<file path="src/cache_policy_pkg.sv">
// Package: register map, field positions, reset values and types for the cache policy controller
//
// Overview of operation
// - Both global flags set: read hits served, misses no allocate, no coherency.
// - Both-set mode: write hit updates line; exclusive line becomes modified.
// - Both-set mode: shared line stays shared after write hit.
// - Both-set mode: write miss goes straight to memory, no line fill.
// - Both-set mode: snoop hits never invalidate; explicit invalidate ops still do.
// - Both-set mode: first level ignores snoops; second and third levels snoop.
// - Older variant resets into the both-flags-set mode.
// - Newer variant: both set means no-fill; write policy ignored when disabled.
// - Low-power variant: cache-disable set turns caching fully off.
// - Write policy at bit 29; both clear gives write-back unless the page flag or the pin selects write-through.
// - Oldest variant, L1 disabled: accept snoops if dual-processor, else inhibit.
// - Snoops inhibited: no parity check, error output low; else check it.
// - Page cache-disable acts only with paging on and global disable clear.
// - Page write-through acts only with paging on and global policy clear.
// - Directory base flags govern only the page directory, same conditions.
// - Global entry bit keeps translation on flush only when enable bit set.
// - Misc enables bit 6 disables only the third-level cache.
// - Page disable and write-through outputs follow the active page flags.
// - Region types by address range; attribute table register is only stored and read back.
// - Disable clear with write policy set faults with error code zero.
package cache_policy_pkg;

   // Register byte offsets
   localparam logic [7:0] CTRL_ZERO_OFS = 8'h00;
   localparam logic [7:0] DIR_BASE_OFS = 8'h04;
   localparam logic [7:0] CTRL_FOUR_OFS = 8'h08;
   localparam logic [7:0] MISC_EN_OFS = 8'h0C;
   localparam logic [7:0] REGION_BASE_OFS = 8'h10;
   localparam logic [7:0] PAT_OFS = 8'h30;
   localparam logic [7:0] STATUS_OFS = 8'h34;
   localparam logic [7:0] FAULT_OFS = 8'h38;
   localparam logic [7:0] VARIANT_OFS = 8'h3C;

   // Field positions
   localparam int CR0_PAGING_BIT = 31;
   localparam int CR0_CD_BIT = 30;
   localparam int CR0_NW_BIT = 29;
   localparam int DIR_PWT_BIT = 3;
   localparam int DIR_PCD_BIT = 4;
   localparam int CR4_PGE_BIT = 7;
   localparam int MISC_L3_DIS_BIT = 6;

   // Reset values
   localparam logic [31:0] CR0_RESET_OLD = 32'h6000_0000;
   localparam logic [31:0] CR0_RESET_NEW = 32'h4000_0000;
   localparam logic [1:0] VARIANT_RESET = 2'h0;
   localparam int REGION_COUNT = 4;
   localparam logic [7:0] PROT_FAULT_CODE = 8'h00;

   // Memory types
   localparam logic [2:0] MT_UC = 3'h0;
   localparam logic [2:0] MT_WC = 3'h1;
   localparam logic [2:0] MT_WT = 3'h4;
   localparam logic [2:0] MT_WP = 3'h5;
   localparam logic [2:0] MT_WB = 3'h6;

   typedef enum logic [1:0] {VAR_OLDEST, VAR_OLDER, VAR_NEWER, VAR_LOWPOWER} variant_t;
   typedef enum logic [1:0] {MODE_NORMAL, MODE_NOFILL, MODE_NOCOHERE, MODE_OFF} cache_mode_t;
   typedef enum logic [1:0] {LINE_INVALID, LINE_SHARED, LINE_EXCLUSIVE, LINE_MODIFIED} line_state_t;

   // One access from the core
   typedef struct packed {
      logic valid;
      logic write;
      logic hit;
      logic isDirectory;
      logic pageCd;
      logic pageWt;
      logic [1:0] lineState;
      logic [31:0] addr;
   } access_t;

   // Decision for one access
   typedef struct packed {
      logic cacheable;
      logic writeThrough;
      logic allocate;
      logic updateLine;
      logic toMemory;
      logic [1:0] newState;
      logic [2:0] memType;
   } decision_t;

endpackage : cache_policy_pkg

</file>
<file path="src/cache_mode_policy_control.sv">
// Cache mode and page policy controller with AHB-Lite register access
`timescale 1ns/10ps
module cache_mode_policy_control (
   // Clock and reset
   input wire logic clk,
   input wire logic rst_b,
   // AHB-Lite slave
   input wire logic hsel,
   input wire logic [31:0] haddr,
   input wire logic [1:0] htrans,
   input wire logic hwrite,
   input wire logic [2:0] hsize,
   input wire logic [31:0] hwdata,
   input wire logic hready,
   output logic [31:0] hrdata,
   output logic hreadyout,
   output logic hresp,
   // Core access request
   input wire cache_policy_pkg::access_t coreAccess,
   output cache_policy_pkg::decision_t decision,
   // Explicit cache maintenance
   input wire logic invalidateDiscardOp,
   input wire logic writebackInvalidateOp,
   output logic invalidateAll,
   // TLB flush
   input wire logic tlbFlush,
   input wire logic entryGlobal,
   output logic keepTranslation,
   // Snoop port from the system bus
   input wire logic snoopValid,
   input wire logic snoopHit,
   input wire logic [31:0] snoopAddr,
   input wire logic snoopAddrParity,
   input wire logic dualProcessor,
   output logic snoopL1Accept,
   output logic snoopL23Accept,
   output logic snoopInvalidate,
   output logic address_parity_error_out,
   // External per-access policy pins
   input wire logic cache_enable_input_b,
   input wire logic write_policy_input,
   // External cache policy pins
   output logic pageCacheDisablePin,
   output logic pageWriteThroughPin,
   output logic l3Enable,
   // Fault report
   output logic protectionFault
);

   // Reset release
   logic rstMeta_ff;
   logic rstSync_ff;
   logic rstN;

   // Pin synchronisers
   logic kenMeta_ff;
   logic kenSync_ff;
   logic wbMeta_ff;
   logic wbSync_ff;
   logic dpMeta_ff;
   logic dpSync_ff;

   // Registers
   logic [31:0] ctrlZero_ff;
   logic [31:0] dirBase_ff;
   logic [31:0] ctrlFour_ff;
   logic [31:0] miscEn_ff;
   logic [31:0] regionTypes_ff [cache_policy_pkg::REGION_COUNT];
   logic [31:0] patReg_ff;
   logic [1:0] variant_ff;
   logic faultSticky_ff;

   // AHB data phase
   logic dataPhase_ff;
   logic dataWrite_ff;
   logic [7:0] dataAddr_ff;

   // Decoded flags
   logic cd;
   logic nw;
   logic paging;
   cache_policy_pkg::cache_mode_t mode;

   // Async assert, synchronous release
   always_ff @(posedge clk or negedge rst_b) begin
      if (!rst_b) begin
         rstMeta_ff <= 1'b0;
         rstSync_ff <= 1'b0;
      end else begin
         rstMeta_ff <= 1'b1;
         rstSync_ff <= rstMeta_ff;
      end
   end
   assign rstN = rstSync_ff;

   // Two-stage synchronisers for outside pins
   always_ff @(posedge clk or negedge rstN) begin
      if (!rstN) begin
         kenMeta_ff <= 1'b1;
         kenSync_ff <= 1'b1;
         wbMeta_ff <= 1'b0;
         wbSync_ff <= 1'b0;
         dpMeta_ff <= 1'b0;
         dpSync_ff <= 1'b0;
      end else begin
         kenMeta_ff <= cache_enable_input_b;
         kenSync_ff <= kenMeta_ff;
         wbMeta_ff <= write_policy_input;
         wbSync_ff <= wbMeta_ff;
         dpMeta_ff <= dualProcessor;
         dpSync_ff <= dpMeta_ff;
      end
   end

   // Mode decode from the flags held right now
   function automatic cache_policy_pkg::cache_mode_t decodeMode(
      input logic cdIn, input logic nwIn, input logic [1:0] varIn);
      cache_policy_pkg::cache_mode_t m;

      m = cache_policy_pkg::MODE_NORMAL;
      if (cdIn) begin
         if (varIn == cache_policy_pkg::VAR_LOWPOWER) begin
            m = cache_policy_pkg::MODE_OFF;
         end else if (varIn == cache_policy_pkg::VAR_NEWER) begin
            m = cache_policy_pkg::MODE_NOFILL;
         end else if (nwIn) begin
            m = cache_policy_pkg::MODE_NOCOHERE;
         end else begin
            m = cache_policy_pkg::MODE_NOFILL;
         end
      end
      return m;
   endfunction : decodeMode

   // Byte address to region slot
   function automatic logic [1:0] regionOf(input logic [31:0] a);
      return a[31:30];
   endfunction : regionOf

   assign cd = ctrlZero_ff[cache_policy_pkg::CR0_CD_BIT];
   assign nw = ctrlZero_ff[cache_policy_pkg::CR0_NW_BIT];
   assign paging = ctrlZero_ff[cache_policy_pkg::CR0_PAGING_BIT];

   assign mode = decodeMode(cd, nw, variant_ff);

   // Bus slave: zero wait states, always OKAY
   logic addrPhase;
   logic writeBad;

   assign addrPhase = hsel && hready && htrans[1];
   assign writeBad = hwdata[cache_policy_pkg::CR0_NW_BIT]
      && !hwdata[cache_policy_pkg::CR0_CD_BIT];

   // Reads fetch in the address phase; writes land in the data phase
   always_ff @(posedge clk or negedge rstN) begin
      if (!rstN) begin
         dataPhase_ff <= 1'b0;
         dataWrite_ff <= 1'b0;
         dataAddr_ff <= 8'h00;
      end else begin
         dataPhase_ff <= addrPhase;
         dataWrite_ff <= addrPhase && hwrite;
         dataAddr_ff <= haddr[7:0];
      end
   end

   // Register writes; the bad flag pair is refused, leaving the old value
   always_ff @(posedge clk or negedge rstN) begin
      if (!rstN) begin
         ctrlZero_ff <= cache_policy_pkg::CR0_RESET_OLD;
         dirBase_ff <= 32'h0000_0000;
         ctrlFour_ff <= 32'h0000_0000;
         miscEn_ff <= 32'h0000_0000;
         patReg_ff <= 32'h0000_0000;
         variant_ff <= cache_policy_pkg::VARIANT_RESET;
         for (int i = 0; i < cache_policy_pkg::REGION_COUNT; i++) begin
            regionTypes_ff[i] <= 32'h0000_0000;
         end
      end else if (dataWrite_ff) begin
         if (dataAddr_ff == cache_policy_pkg::CTRL_ZERO_OFS) begin
            if (!writeBad) begin
               ctrlZero_ff <= hwdata;
            end
         end else if (dataAddr_ff == cache_policy_pkg::DIR_BASE_OFS) begin
            dirBase_ff <= hwdata;
         end else if (dataAddr_ff == cache_policy_pkg::CTRL_FOUR_OFS) begin
            ctrlFour_ff <= hwdata;
         end else if (dataAddr_ff == cache_policy_pkg::MISC_EN_OFS) begin
            miscEn_ff <= hwdata;
         end else if (dataAddr_ff == cache_policy_pkg::PAT_OFS) begin
            patReg_ff <= hwdata;
         end else if (dataAddr_ff == cache_policy_pkg::VARIANT_OFS) begin
            variant_ff <= hwdata[1:0];
            // Newer cores come out of reset in no-fill; software picks the variant
            if (hwdata[1]) begin
               ctrlZero_ff[cache_policy_pkg::CR0_NW_BIT] <= 1'b0;
            end
         end else if (dataAddr_ff >= cache_policy_pkg::REGION_BASE_OFS
            && dataAddr_ff < cache_policy_pkg::PAT_OFS) begin
            regionTypes_ff[dataAddr_ff[3:2]] <= hwdata;
         end
      end
   end

   // Fault pulse and sticky status; a new fault wins over a clear
   logic clrFault;
   assign clrFault = dataWrite_ff
      && dataAddr_ff == cache_policy_pkg::FAULT_OFS;

   always_ff @(posedge clk or negedge rstN) begin
      if (!rstN) begin
         protectionFault <= 1'b0;
         faultSticky_ff <= 1'b0;
      end else begin
         protectionFault <= dataWrite_ff && writeBad
            && dataAddr_ff == cache_policy_pkg::CTRL_ZERO_OFS;

         if (dataWrite_ff && writeBad
            && dataAddr_ff == cache_policy_pkg::CTRL_ZERO_OFS) begin
            faultSticky_ff <= 1'b1;
         end else if (clrFault) begin
            faultSticky_ff <= 1'b0;
         end
      end
   end

   // Read mux, registered so the data sits in the data phase
   logic [31:0] nxt_rdata;

   always_comb begin
      nxt_rdata = 32'h0000_0000;
      if (haddr[7:0] == cache_policy_pkg::CTRL_ZERO_OFS) begin
         nxt_rdata = ctrlZero_ff;
      end else if (haddr[7:0] == cache_policy_pkg::DIR_BASE_OFS) begin
         nxt_rdata = dirBase_ff;
      end else if (haddr[7:0] == cache_policy_pkg::CTRL_FOUR_OFS) begin
         nxt_rdata = ctrlFour_ff;
      end else if (haddr[7:0] == cache_policy_pkg::MISC_EN_OFS) begin
         nxt_rdata = miscEn_ff;
      end else if (haddr[7:0] == cache_policy_pkg::PAT_OFS) begin
         nxt_rdata = patReg_ff;
      end else if (haddr[7:0] == cache_policy_pkg::STATUS_OFS) begin
         nxt_rdata = {28'h0, 2'(mode), l3Enable, snoopL1Accept};
      end else if (haddr[7:0] == cache_policy_pkg::FAULT_OFS) begin
         nxt_rdata = {23'h0, faultSticky_ff, cache_policy_pkg::PROT_FAULT_CODE};
      end else if (haddr[7:0] == cache_policy_pkg::VARIANT_OFS) begin
         nxt_rdata = {30'h0, variant_ff};
      end else if (haddr[7:0] >= cache_policy_pkg::REGION_BASE_OFS
         && haddr[7:0] < cache_policy_pkg::PAT_OFS) begin
         nxt_rdata = regionTypes_ff[haddr[3:2]];
      end
   end

   // Bus response registers
   always_ff @(posedge clk or negedge rstN) begin
      if (!rstN) begin
         hrdata <= 32'h0000_0000;
         hreadyout <= 1'b1;
         hresp <= 1'b0;
      end else begin
         hrdata <= (addrPhase && !hwrite) ? nxt_rdata
            : 32'h0000_0000;
         hreadyout <= 1'b1;
         hresp <= 1'b0;
      end
   end

   // Per-access decision
   cache_policy_pkg::decision_t nxt_decision;
   logic effCd;
   logic effWt;
   logic pageCdAct;
   logic pageWtAct;
   logic [2:0] regionType;

   always_comb begin
      regionType = regionTypes_ff[regionOf(coreAccess.addr)][2:0];

      // Directory accesses take the base register flags, pages their own
      pageCdAct = coreAccess.isDirectory ? dirBase_ff[cache_policy_pkg::DIR_PCD_BIT]
         : coreAccess.pageCd;
      pageWtAct = coreAccess.isDirectory ? dirBase_ff[cache_policy_pkg::DIR_PWT_BIT]
         : coreAccess.pageWt;

      effCd = paging && !cd && pageCdAct;
      effWt = paging && !nw && pageWtAct;

      nxt_decision = '0;
      nxt_decision.memType = effCd ? cache_policy_pkg::MT_UC
         : (effWt && regionType == cache_policy_pkg::MT_WB) ? cache_policy_pkg::MT_WT
         : regionType;
      nxt_decision.cacheable = !effCd && !kenSync_ff
         && nxt_decision.memType != cache_policy_pkg::MT_UC
         && mode != cache_policy_pkg::MODE_OFF;
      nxt_decision.writeThrough = effWt || !wbSync_ff;
      nxt_decision.newState = coreAccess.lineState;

      if (coreAccess.valid && nxt_decision.cacheable) begin
         if (!coreAccess.write) begin
            nxt_decision.allocate = !coreAccess.hit
               && mode == cache_policy_pkg::MODE_NORMAL;
         end else if (coreAccess.hit) begin
            nxt_decision.updateLine = 1'b1;
            if (coreAccess.lineState == cache_policy_pkg::LINE_EXCLUSIVE) begin
               nxt_decision.newState = cache_policy_pkg::LINE_MODIFIED;
            end
            // Shared lines stay shared and write through to memory
            nxt_decision.toMemory = coreAccess.lineState == cache_policy_pkg::LINE_SHARED
               || nxt_decision.writeThrough;
         end else begin
            nxt_decision.toMemory = 1'b1;
            nxt_decision.allocate = mode == cache_policy_pkg::MODE_NORMAL;
         end
      end else if (coreAccess.valid && coreAccess.write) begin
         nxt_decision.toMemory = 1'b1;
      end
   end

   // Registered decision and pins
   always_ff @(posedge clk or negedge rstN) begin
      if (!rstN) begin
         decision <= '0;
         pageCacheDisablePin <= 1'b0;
         pageWriteThroughPin <= 1'b0;
      end else begin
         decision <= nxt_decision;
         pageCacheDisablePin <= effCd;
         pageWriteThroughPin <= effWt;
      end
   end

   // Snoop handling and address parity
   logic l1Disabled;
   logic snoopOn;
   assign l1Disabled = mode == cache_policy_pkg::MODE_NOCOHERE;

   // Oldest core keeps L1 snooping in dual-processor systems only
   assign snoopOn = !l1Disabled
      || (variant_ff == cache_policy_pkg::VAR_OLDEST && dpSync_ff);

   always_ff @(posedge clk or negedge rstN) begin
      if (!rstN) begin
         snoopL1Accept <= 1'b1;
         snoopL23Accept <= 1'b1;
         snoopInvalidate <= 1'b0;
         address_parity_error_out <= 1'b0;
      end else begin
         snoopL1Accept <= snoopOn;
         snoopL23Accept <= 1'b1;
         snoopInvalidate <= snoopValid && snoopHit && !l1Disabled;
         address_parity_error_out <= snoopValid && snoopOn
            && (^snoopAddr != snoopAddrParity);
      end
   end

   // Explicit invalidation always acts, TLB retention, third-level enable
   always_ff @(posedge clk or negedge rstN) begin
      if (!rstN) begin
         invalidateAll <= 1'b0;
         keepTranslation <= 1'b0;
         l3Enable <= 1'b1;
      end else begin
         invalidateAll <= invalidateDiscardOp
            || writebackInvalidateOp;
         keepTranslation <= tlbFlush && entryGlobal
            && ctrlFour_ff[cache_policy_pkg::CR4_PGE_BIT];
         l3Enable <= !miscEn_ff[cache_policy_pkg::MISC_L3_DIS_BIT]
            && mode != cache_policy_pkg::MODE_OFF;
      end
   end

endmodule : cache_mode_policy_control

</file>
<file path="config.mk">
export PLATFORM = sky130hd
export DESIGN_NAME = cache_mode_policy_control
export DESIGN_NICKNAME = d
export VERILOG_FILES = /design/src/cache_policy_pkg.sv /design/src/cache_mode_policy_control.sv
export SDC_FILE = /design/constraint.sdc
export NUM_CORES = 1
export LEC_CHECK = 0
export BUFFER_PORTS_ARGS = -buffer_cell sky130_fd_sc_hd__buf_4
export CAP_MARGIN = 10
export CORE_MARGIN = 4
export CORE_UTILIZATION = 58
export DETAILED_ROUTE_END_ITERATION = 10
export PLACE_DENSITY = 0.79
export SLEW_MARGIN = 20
export SYNTH_ARGS = -nofsm -noshare
export SYNTH_HDL_FRONTEND = slang
export SYNTH_SLANG_ARGS = --single-unit
</file>
<file path="constraint.sdc">
create_clock -name clk -period 13.1 [get_ports clk]
set_input_delay 1.965 -clock clk [delete_from_list [all_inputs] [get_ports clk]]
set_output_delay 1.965 -clock clk [all_outputs]
set_load 0.03 [all_outputs]
</file>
==> results.toml, run 1 <==
[sta]
fmaxAchievable_ghz = 0.237
setup_violations = 0
finalCriticalPeriod_ps = 4220
rsz0062_at_grt = "no"
slew-limit-headroom_pct = 29.3
fin_setup_tns_ps = 0
tightest_slew_ps = 1060
final-hold-violation-count = 0
fin_crit_sh_pct = 32.2
finalClockSkew_ps = 8.96
drv_slew = 0

[global_routing]
grt_max_degree = 78
grt.busiest_layer = "met2"
globalRouteOverflowTotal = 0
grt_pass1_wl_um = 57000
grtUsageTotal_pct = 24.6
grt_pass1_vias = 10300
met2_usage_pct = 40.1
use_met1_pct = 34.5
antenna_found_initial = 0
grtUsageMet3_pct = 4.14

[cts]
root_buffer = "clkbuf_16"
cts-buffers-inserted = 37
cts.repair.resized = 0
clk_latency_ps = 510
holdBufCountCts = 0
max-clock-path-buffers = 3
cts_tree = "yes"
clk_pin_slew_ps = 60
cts_setup_buffers = 0
htreeDepth = 2
clkSinkCount = 359

[floorplan]
start_util_pct = 59.4
fp.dieH_um = 172
rows = 59
die_area_mm2 = 0.0296
coreArea_mm2 = 0.0263
io_pins = 210
fp.dieW_um = 172

[worst_setup_path]
cp-end-kind = "register"
cp.required_ps = 13490
cp.arrival_ps = 4610
critPathMaxFanout = 34
start_kind = "input pin"
path_class = "in2reg"
rrSetupSlack_ps = 9480

[synthesis]
yosys_warnings = 0
ys_seq_area_share_pct = 57.6
ys_ff_latch = 359
synth_cell_types = 57
ys_async_sr_fraction_pct = 100
netlist_area_mm2 = 0.0156
postSynthAreaPerCell_um2 = 13.8
synthFlopType = "dfrtp_1"
syn_inst = 1132
synth-edff-count = 0

[final_layout]
stdcell_area_mm2 = 0.0181
final_common_cell = "dfrtp_1"
final_cells = 1622
antennaDiodeCount = 0
drive_above_1_share_pct = 43.0
syn2layout_area_growth_pct = 16.1
layout_common_cells = "dfrtp_1, mux2_2, buf_4"
fin_nets = 1421

[route]
dr.pass1.iters = 5
post_drt_via_cell_ratio = 6.15
drt-initial-drc-count = 639
route.detailed.drc = 0
wl_per_cell_um = 22.0
num_vias = 9969
antenna_left = 0
drt-total-wl_um = 35700

[outcome]
status = "finished clean"

[pwr]
powerDensity_mw_per_mm2 = 135
vdd_drop_max_v = 0.000101
cellLeakagePower_nw = 8.09

[place]
dp.cells = 1561
dp_hpwl_um = 21500
placed_area_mm2 = 0.0170
io_buffers = 148
place.gp.congestion = 0.806

[flow_run]
max_cap_violations = 0

[worst_hold_path]
hold_path_class = "reg2reg"
path summary, 6_finish.rpt:
kind	from	end	cells after the start
worst min register to register	rstMeta_ff$_DFF_PN0_	rstN$_DFF_PN0_	0
min in group asynchronous	rstN$_DFF_PN0_	regionTypes_ff[58]$_DFFE_PN0P_	0
worst max register to register	rstN$_DFF_PN0_	regionTypes_ff[72]$_DFFE_PN0P_	3
max in group asynchronous	rstN$_DFF_PN0_	regionTypes_ff[72]$_DFFE_PN0P_	3
worst max-delay path	haddr[1]	hrdata[8]$_DFF_PN0_	8
worst min-delay path	rstMeta_ff$_DFF_PN0_	rstN$_DFF_PN0_	0
cells in the mapped netlist (2+ instances only):
| cell type | count | area share (%) |
|---|---|---|
| mux2_1 | 4 | 0.29 |
| nand2_2 | 3 | 0.12 |
| and3_1 | 7 | 0.28 |
| o21a_1 | 2 | 0.096 |
| nor3_1 | 8 | 0.26 |
| o22ai_1 | 2 | 0.080 |
| mux2_2 | 279 | 20 |
| conb_1 | 2 | 0.048 |
| nor2b_1 | 5 | 0.20 |
| nand2b_1 | 2 | 0.080 |
| a221o_1 | 2 | 0.13 |
| nor3b_1 | 3 | 0.14 |
| dfstp_2 | 6 | 1.0 |
| buf_6 | 3 | 0.22 |
| a311oi_1 | 2 | 0.11 |
| xor2_1 | 3 | 0.17 |
| inv_1 | 10 | 0.24 |
| nand2_1 | 37 | 0.89 |
| o211a_1 | 23 | 1.5 |
| mux2i_1 | 3 | 0.19 |
| nor2_1 | 19 | 0.46 |
| a21oi_1 | 66 | 2.1 |
| clkbuf_1 | 36 | 0.87 |
| nand3_1 | 28 | 0.90 |
| o21ai_0 | 65 | 2.1 |
| dfrtp_1 | 353 | 57 |
| buf_1 | 12 | 0.29 |
| a22oi_1 | 26 | 1.3 |
| mux4_2 | 34 | 4.9 |
| a32oi_1 | 2 | 0.11 |
| buf_2 | 21 | 0.67 |
| buf_4 | 3 | 0.14 |
| a22o_1 | 5 | 0.28 |
| a21o_1 | 2 | 0.096 |
| xnor2_1 | 29 | 1.6 |
| o21ai_1 | 3 | 0.096 |
| or3_1 | 2 | 0.080 |
logic make-up after synthesis:
logic type                count (synthesis)  share of synthesized area (%)
buffers and inverters                    85                           2.43
DFF                                     359                           57.6
other                                     2                         0.0481
muxes                                   320                           25.5
AOI/OAI and AO/OA                       208                           8.42
and+or+nand+nor                         125                           4.01
xor gates and xnor gates                 33                           1.94
routing by layer:
layer	part of all wire, %	vias to the layer above
met2	48	344
met1	43	5149
li1	-	4404
met4	2.6	0
met5	0	-
met3	6.2	72
cell type report:
cell class	instances	area, um^2
multi-input cells	690	6270
well taps	335	419
inverters	10	37.5
clock buffers	55	1080
repair buffers	167	1250
clock inverters	6	58.8
fillers	1816	8170
flip-flops and latches	359	8990
critical path, cell delays in order:
cell and delay [ps]:
buf_4 120, nor4_1 530, nand2_1 110, buf_4 310
nor2_1 430, nand2_1 430, buf_4 370, o221a_2 330
sequential cells by signal, summed over array words and instances (netlist names), 2 cells and up:
name            cells
variant_ff          2
hrdata             32
ctrlZero_ff        32
ctrlFour_ff        32
regionTypes_ff    128
dirBase_ff         32
dataAddr_ff         8
patReg_ff          32
miscEn_ff          32
decision           10
stage by stage:
| step | hold WS, ps | power [mW] | util [%] | worst slack (ps) |
|---|---|---|---|---|
| after floorplan | 331 | 1.38 | - | 2360 |
| after global placement | 332 | 1.45 | 64.6 | 8460 |
| after detailed placement | 335 | 1.46 | 64.6 | 8370 |
| after CTS | 347 | 2.46 | 68.9 | 8890 |
| after global routing | 362 | 2.53 | 68.9 | 8730 |
| final | 345 | 2.44 | 68.9 | 8880 |
power breakdown:
part / switching [mW] / total [mW] / internal (mW)
Clock: 0.411 / 0.999 / 0.588
Sequential: 0.0368 / 1.21 / 1.18
Combinational: 0.109 / 0.228 / 0.120
Power figures use the tool's default switching activity.
==> run 2, diff against run 1 <==
==> constraint.sdc (replaced) <==
create_clock -name clk -period 3.94 [get_ports clk]
set_input_delay 0.591 -clock clk [delete_from_list [all_inputs] [get_ports clk]]
set_output_delay 0.591 -clock clk [all_outputs]
set_load 0.03 [all_outputs]
==> run 2 against run 1 <==
Global-route usage is 0.97 points higher. Critical path type is now reg2reg. First-iteration DRC count is 42% higher. Critical path depth is 2 lower. Highest routed layer unchanged.
==> results.toml, run 2 (same netlist as run 1, synthesis figures left out) <==
[place]
place.gp.congestion = 0.805
io_buffers = 148
dp_slack_ps = 749
dp_hpwl_um = 22400

[worst_setup_path]
reg2reg_depth = 6
timing.rr.start = "dataAddr_ff[7]$_DFF_PN0_"
path_cells = "or3b_1 > or3_1 > nor2_1 > nand2_1 > buf_4 > mux2_2"
rrSetupSlack_ps = 1050
cp-end-kind = "register"
path_class = "reg2reg"
reg2reg_to = "patReg_ff[1]$_DFFE_PN0P_"
slowest_delay_ps = 480
critPathMaxFanout = 23
cp.required_ps = 4340
cpMaxStageDelayCell = "nand2_1"
cp.arrival_ps = 3290
start_kind = "register"

[route]
drt-total-wl_um = 37200
wl_per_cell_um = 22.7
dr.pass1.iters = 5
antenna_left = 0
num_vias = 10200
drt-initial-drc-count = 910
route.detailed.drc = 0
post_drt_via_cell_ratio = 6.23

[sta]
drv_slew = 0
final-hold-violation-count = 0
fin_setup_tns_ps = 0
setup_violations = 0
hold_slack_ps = 176
fmaxAchievable_ghz = 0.346
fin_crit_sh_pct = 73.4
setup_slack_ps = 1050
rsz0062_at_grt = "no"
slew-limit-headroom_pct = 27.1
finalCriticalPeriod_ps = 2890
finalClockSkew_ps = 13.5
tightest_slew_ps = 1090

[final_layout]
layout_common_cells = "dfrtp_1, mux2_2, buf_4"
largest_reg_flops = 128
antennaDiodeCount = 0
regMostFlops = "regionTypes_ff"
drive_above_1_share_pct = 43.9
syn2layout_area_growth_pct = 18.5
fin_nets = 1430
final_common_cell = "dfrtp_1"

[global_routing]
grtUsageTotal_pct = 25.5
globalRouteOverflowTotal = 0
grt_max_degree = 92
grt_pass1_vias = 10700
antenna_found_initial = 0
grt_pass1_wl_um = 59300

[outcome]
status = "finished clean"

[cts]
cts-buffers-inserted = 37
root_buffer = "clkbuf_16"
clkSinkCount = 359
clk_pin_slew_ps = 60
htreeDepth = 2
clk_latency_ps = 530
max-clock-path-buffers = 3
cts_setup_buffers = 0
cts_tree = "yes"
holdBufCountCts = 1
cts.repair.resized = 0

[pwr]
switchingPower_mw = 1.94
vdd_drop_max_v = 0.000360
powerDensity_mw_per_mm2 = 470
combPwrFrac_pct = 8.9
p_int_mw = 6.74
pwr-share-seq_pct = 46.4
swShare_pct = 22.4
cellLeakagePower_nw = 8.27
clockPowerShare_pct = 44.6

[worst_hold_path]
whs_path_depth = 1
hold_path_end = "dpMeta_ff$_DFF_PN0_"
hold_path_class = "in2reg"
min-delay-start = "dualProcessor"

[floorplan]
rows = 59
fp.dieH_um = 172
io_pins = 210
coreArea_mm2 = 0.0263
die_area_mm2 = 0.0296
start_util_pct = 59.4
fp.dieW_um = 172

[flow_run]
max_cap_violations = 0
## run 2: critical path, delay by kind of cell, from the launching register on
kind,cells,cell delay [ps]
DFF,1,350
and+or+nand+nor,4,1630
muxes,1,340
buffers and inverters,1,440
## run 2: metrics by stage
stage | area, um^2 | std cells | utilization, % | power, mW
2_1_floorplan | 15600 | 1134 | - | 4.58
3_3_place_gp | 17100 | 1569 | 65.1 | 4.83
3_5_place_dp | 17100 | 1569 | 65.1 | 4.87
4_1_cts | 18500 | 1638 | 70.3 | 8.74
5_1_grt | 18500 | 1638 | 70.3 | 8.99
6_report | 18500 | 1638 | 70.3 | 8.68
## run 2: layer usage
| layer | vias up | track usage [%] | part of all wire, % |
|---|---|---|---|
| met1 | 5362 | 35.6 | 42 |
| met3 | 68 | 4.41 | 6.7 |
| met4 | 0 | 7.07 | 2.1 |
| met2 | 366 | 42.1 | 49 |
| li1 | 4414 | - | - |
| met5 | - | 0 | 0 |
## run 2: power groups by stage
| stage | sequential (mW) | combinational [mW] | clock, mW |
|---|---|---|---|
| 3_3_place_gp | 4.08 | 0.754 | 0 |
| 6_report | 4.03 | 0.775 | 3.88 |
| 3_5_place_dp | 4.10 | 0.776 | 0 |
| 4_1_cts | 4.03 | 0.782 | 3.93 |
| 5_1_grt | 4.05 | 0.848 | 4.08 |
| 2_1_floorplan | 4.13 | 0.454 | 0 |
## run 2: worst max-delay path by stage
stage	from	end	slack (ps)	depth (start not counted)
after global routing	dataAddr_ff[7]$_DFF_PN0_	patReg_ff[1]$_DFFE_PN0P_	1000	6
after global placement	haddr[1]	hrdata[11]$_DFF_PN0_	770	7
final	dataAddr_ff[7]$_DFF_PN0_	patReg_ff[1]$_DFFE_PN0P_	1050	6
after detailed placement	haddr[1]	hrdata[11]$_DFF_PN0_	750	7
after floorplan	rstN$_DFF_PN0_	address_parity_error_out$_DFF_PN0_	400	0
after CTS	dataAddr_ff[7]$_DFF_PN0_	dirBase_ff[13]$_DFFE_PN0P_	1090	5
## run 2: layout make-up
class	instances	area, um^2
Sequential cell	359	8990
Fill cell	1800	7790
Multi-Input combinational cell	690	6260
Timing Repair Buffer	176	1410
Clock buffer	48	1060
Tap cell	335	419
Clock inverter	20	307
Inverter	10	37.5
==> run 3, diff against run 2 <==
--- a/config.mk
+++ b/config.mk
@@ -5,6 +5,7 @@
 export SDC_FILE = /design/constraint.sdc
 export NUM_CORES = 1
 export LEC_CHECK = 0
+export ABC_AREA = 1
 export BUFFER_PORTS_ARGS = -buffer_cell sky130_fd_sc_hd__buf_4
 export CAP_MARGIN = 10
 export CORE_MARGIN = 4
==> constraint.sdc (replaced) <==
create_clock -name clk -period 2.85 [get_ports clk]
set_input_delay 0.4275 -clock clk [delete_from_list [all_inputs] [get_ports clk]]
set_output_delay 0.4275 -clock clk [all_outputs]
set_load 0.03 [all_outputs]
==> run 3 against run 2 <==
Cell count is 45% higher. Critical endpoint is now dirBase_ff[30]$_DFFE_PN0P_. Clock power rose by 18%. Critical path type unchanged. Power rose by 28%. Sequential cell count did not move. Largest cell class unchanged.
==> results.toml, run 3 <==
[synthesis]
netlist_area_mm2 = 0.0155
syn_inst = 1877
synth_top_area_share_pct = 56.8
yosys-top-cells-area = "dfrtp_1, nand2_1, o21ai_0"
synth-edff-count = 0
synth_common_cells = "nand2_1, dfrtp_1, o21ai_0"
yosys_warnings = 0
synth_top_area_cell = "dfrtp_1"
synthFlopType = "dfrtp_1"
ys_async_sr_fraction_pct = 100
postSynthAreaPerCell_um2 = 8.28
yosysMostFrequentCell = "nand2_1"
ys_ff_latch = 359
synth_cell_types = 33
ys_seq_area_share_pct = 57.8

[sta]
fmaxAchievable_ghz = 0.439
tightest_slew_ps = 866
finalCriticalPeriod_ps = 2280
rsz0062_at_grt = "no"
drv_slew = 0
final-hold-violation-count = 0
setup_violations = 0
finalClockSkew_ps = 8.79
slew-limit-headroom_pct = 42.2
hold_slack_ps = 23.7
fin_crit_sh_pct = 80.0

[floorplan]
fp.dieH_um = 172
die_area_mm2 = 0.0295
coreArea_mm2 = 0.0262
io_pins = 210
rows = 59
fp.dieW_um = 172
start_util_pct = 59.3

[worst_setup_path]
critPathMaxFanout = 26
reg2reg_to = "dirBase_ff[30]$_DFFE_PN0P_"
cp.required_ps = 3230
path_cells = "nor2_1 > inv_2 > nor3_4 > inv_2 > nor2_1 > nand3_2 > buf_12 > nand2_1 > o21ai_0"
cpMaxStageDelayCell = "nand3_2"
slowest_delay_ps = 490
timing.rr.start = "dataAddr_ff[7]$_DFF_PN0_"
cp.buffers_inverters = 3
cp.arrival_ps = 2660
reg2reg_depth = 9
path_delay_family = "simple AND/OR/NAND/NOR gates"
start_kind = "register"
rrSetupSlack_ps = 570
cp-end-kind = "register"
path_class = "reg2reg"

[global_routing]
globalRouteOverflowTotal = 0
antenna_found_initial = 0
grt_max_degree = 65
grt_pass1_wl_um = 66000
grtUsageTotal_pct = 28.0
grt_pass1_vias = 13100

[flow_run]
max_cap_violations = 0

[final_layout]
final_common_cell = "nand2_1"
multiInputGateArea_mm2 = 0.00576
largest_reg_flops = 128
drive_above_1_share_pct = 13.6
antennaDiodeCount = 0
fin_nets = 2166
syn2layout_area_growth_pct = 17.6
layout_common_cells = "nand2_1, dfrtp_1, o21ai_0"
register_area_mm2 = 0.00899
regMostFlops = "regionTypes_ff"
fill_cells = 2055
stdcell_area_mm2 = 0.0183

[cts]
cts.repair.resized = 0
clk_pin_slew_ps = 60
max-clock-path-buffers = 3
clk_latency_ps = 520
root_buffer = "clkbuf_16"
clkSinkCount = 359
htreeDepth = 2
cts_tree = "yes"
cts-buffers-inserted = 36

[route]
antenna_left = 0
num_vias = 13400
route.detailed.drc = 0
wl_per_cell_um = 17.3
dr.pass1.iters = 6
drt-total-wl_um = 40900
drt-initial-drc-count = 1243
post_drt_via_cell_ratio = 5.67

[outcome]
status = "finished clean"

[worst_hold_path]
min-delay-start = "dualProcessor"
hold_path_end = "dpMeta_ff$_DFF_PN0_"
hold_path_class = "in2reg"
whs_path_depth = 1

[pwr]
switchingPower_mw = 2.66
swShare_pct = 24.0
powerDensity_mw_per_mm2 = 608
vdd_drop_max_v = 0.000461
clockPowerShare_pct = 41.1
cellLeakagePower_nw = 9.40
combPwrFrac_pct = 8.8
p_int_mw = 8.45
pwr-share-seq_pct = 50.1

[place]
placed_area_mm2 = 0.0171
place.gp.congestion = 0.869
dp_hpwl_um = 24800
io_buffers = 148
run 3: cells by family (layout without fill, tap and decap cells):
kind of cell    after synthesis  in the layout  synth area share, %
flops                       359            359                 57.8
other cells                   2              4               0.0483
compound gates              439            439                 14.5
simple gates                861            861                 22.3
buf+inv                     216            369                 5.39
run 3: layout make-up:
class                      count  share of cell area, %
tap                          335                   2.29
timing repair buffer         190                   8.36
clock buffer                  53                   5.89
inverter                     119                   2.44
sequential                   359                   49.2
multi-input combinational   1304                   31.5
clock inverter                 7                  0.328
run 3: per-stage QoR:
stage          setup slack, ps  power, mW  util (%)  cells  setup TNS [ps]
2_1_floorplan             -689       6.23         -   1879         -242010
3_3_place_gp               673       6.56      65.4   2306               0
3_5_place_dp               631       6.61      65.4   2306               0
4_1_cts                    612       11.2      69.8   2367               0
5_1_grt                    383       11.6      69.8   2367               0
6_report                   571       11.1      69.8   2367               0
run 3: power groups by stage:
stage,Clock (mW),Sequential [mW],Combinational [mW]
floorplan,0,5.69,0.535
global placement,0,5.63,0.930
detailed placement,0,5.64,0.972
CTS,4.62,5.56,0.985
global route,4.86,5.59,1.12
finish,4.57,5.56,0.979
run 3: routing by layer:
layer	global-route usage [%]	share of wire [%]	vias to the layer above
met4	9.92	3.2	0
met5	0	0	-
met3	4.60	7.7	114
met2	46.2	48	573
li1	-	-	6327
met1	38.1	41	6409
run 3: how the worst max path moves through the flow:
stage / startpoint / endpoint / cells after the start
finish: dataAddr_ff[7]$_DFF_PN0_ / dirBase_ff[30]$_DFFE_PN0P_ / 9
global route: dataAddr_ff[7]$_DFF_PN0_ / dirBase_ff[29]$_DFFE_PN0P_ / 9
CTS: dataAddr_ff[7]$_DFF_PN0_ / dirBase_ff[27]$_DFFE_PN0P_ / 9
detailed placement: dataAddr_ff[7]$_DFF_PN0_ / dirBase_ff[27]$_DFFE_PN0P_ / 9
global placement: dataAddr_ff[7]$_DFF_PN0_ / dirBase_ff[19]$_DFFE_PN0P_ / 9
floorplan: rstN$_DFF_PN0_ / address_parity_error_out$_DFF_PN0_ / 0
run 3: timing repair:
item | in CTS | in global routing
hold buffers | 1 | 0
hold endpoints to repair | 2 | 0
setup buffers | 0 | 0
run 3: worst reg2reg max path, stage by stage, from the launching register on:
cell and delay, ps:
dfrtp_1 350, nor2_1 190, inv_2 90, nor3_4 190
inv_2 100, nor2_1 210, nand3_2 490, buf_12 370
nand2_1 60, o21ai_0 80
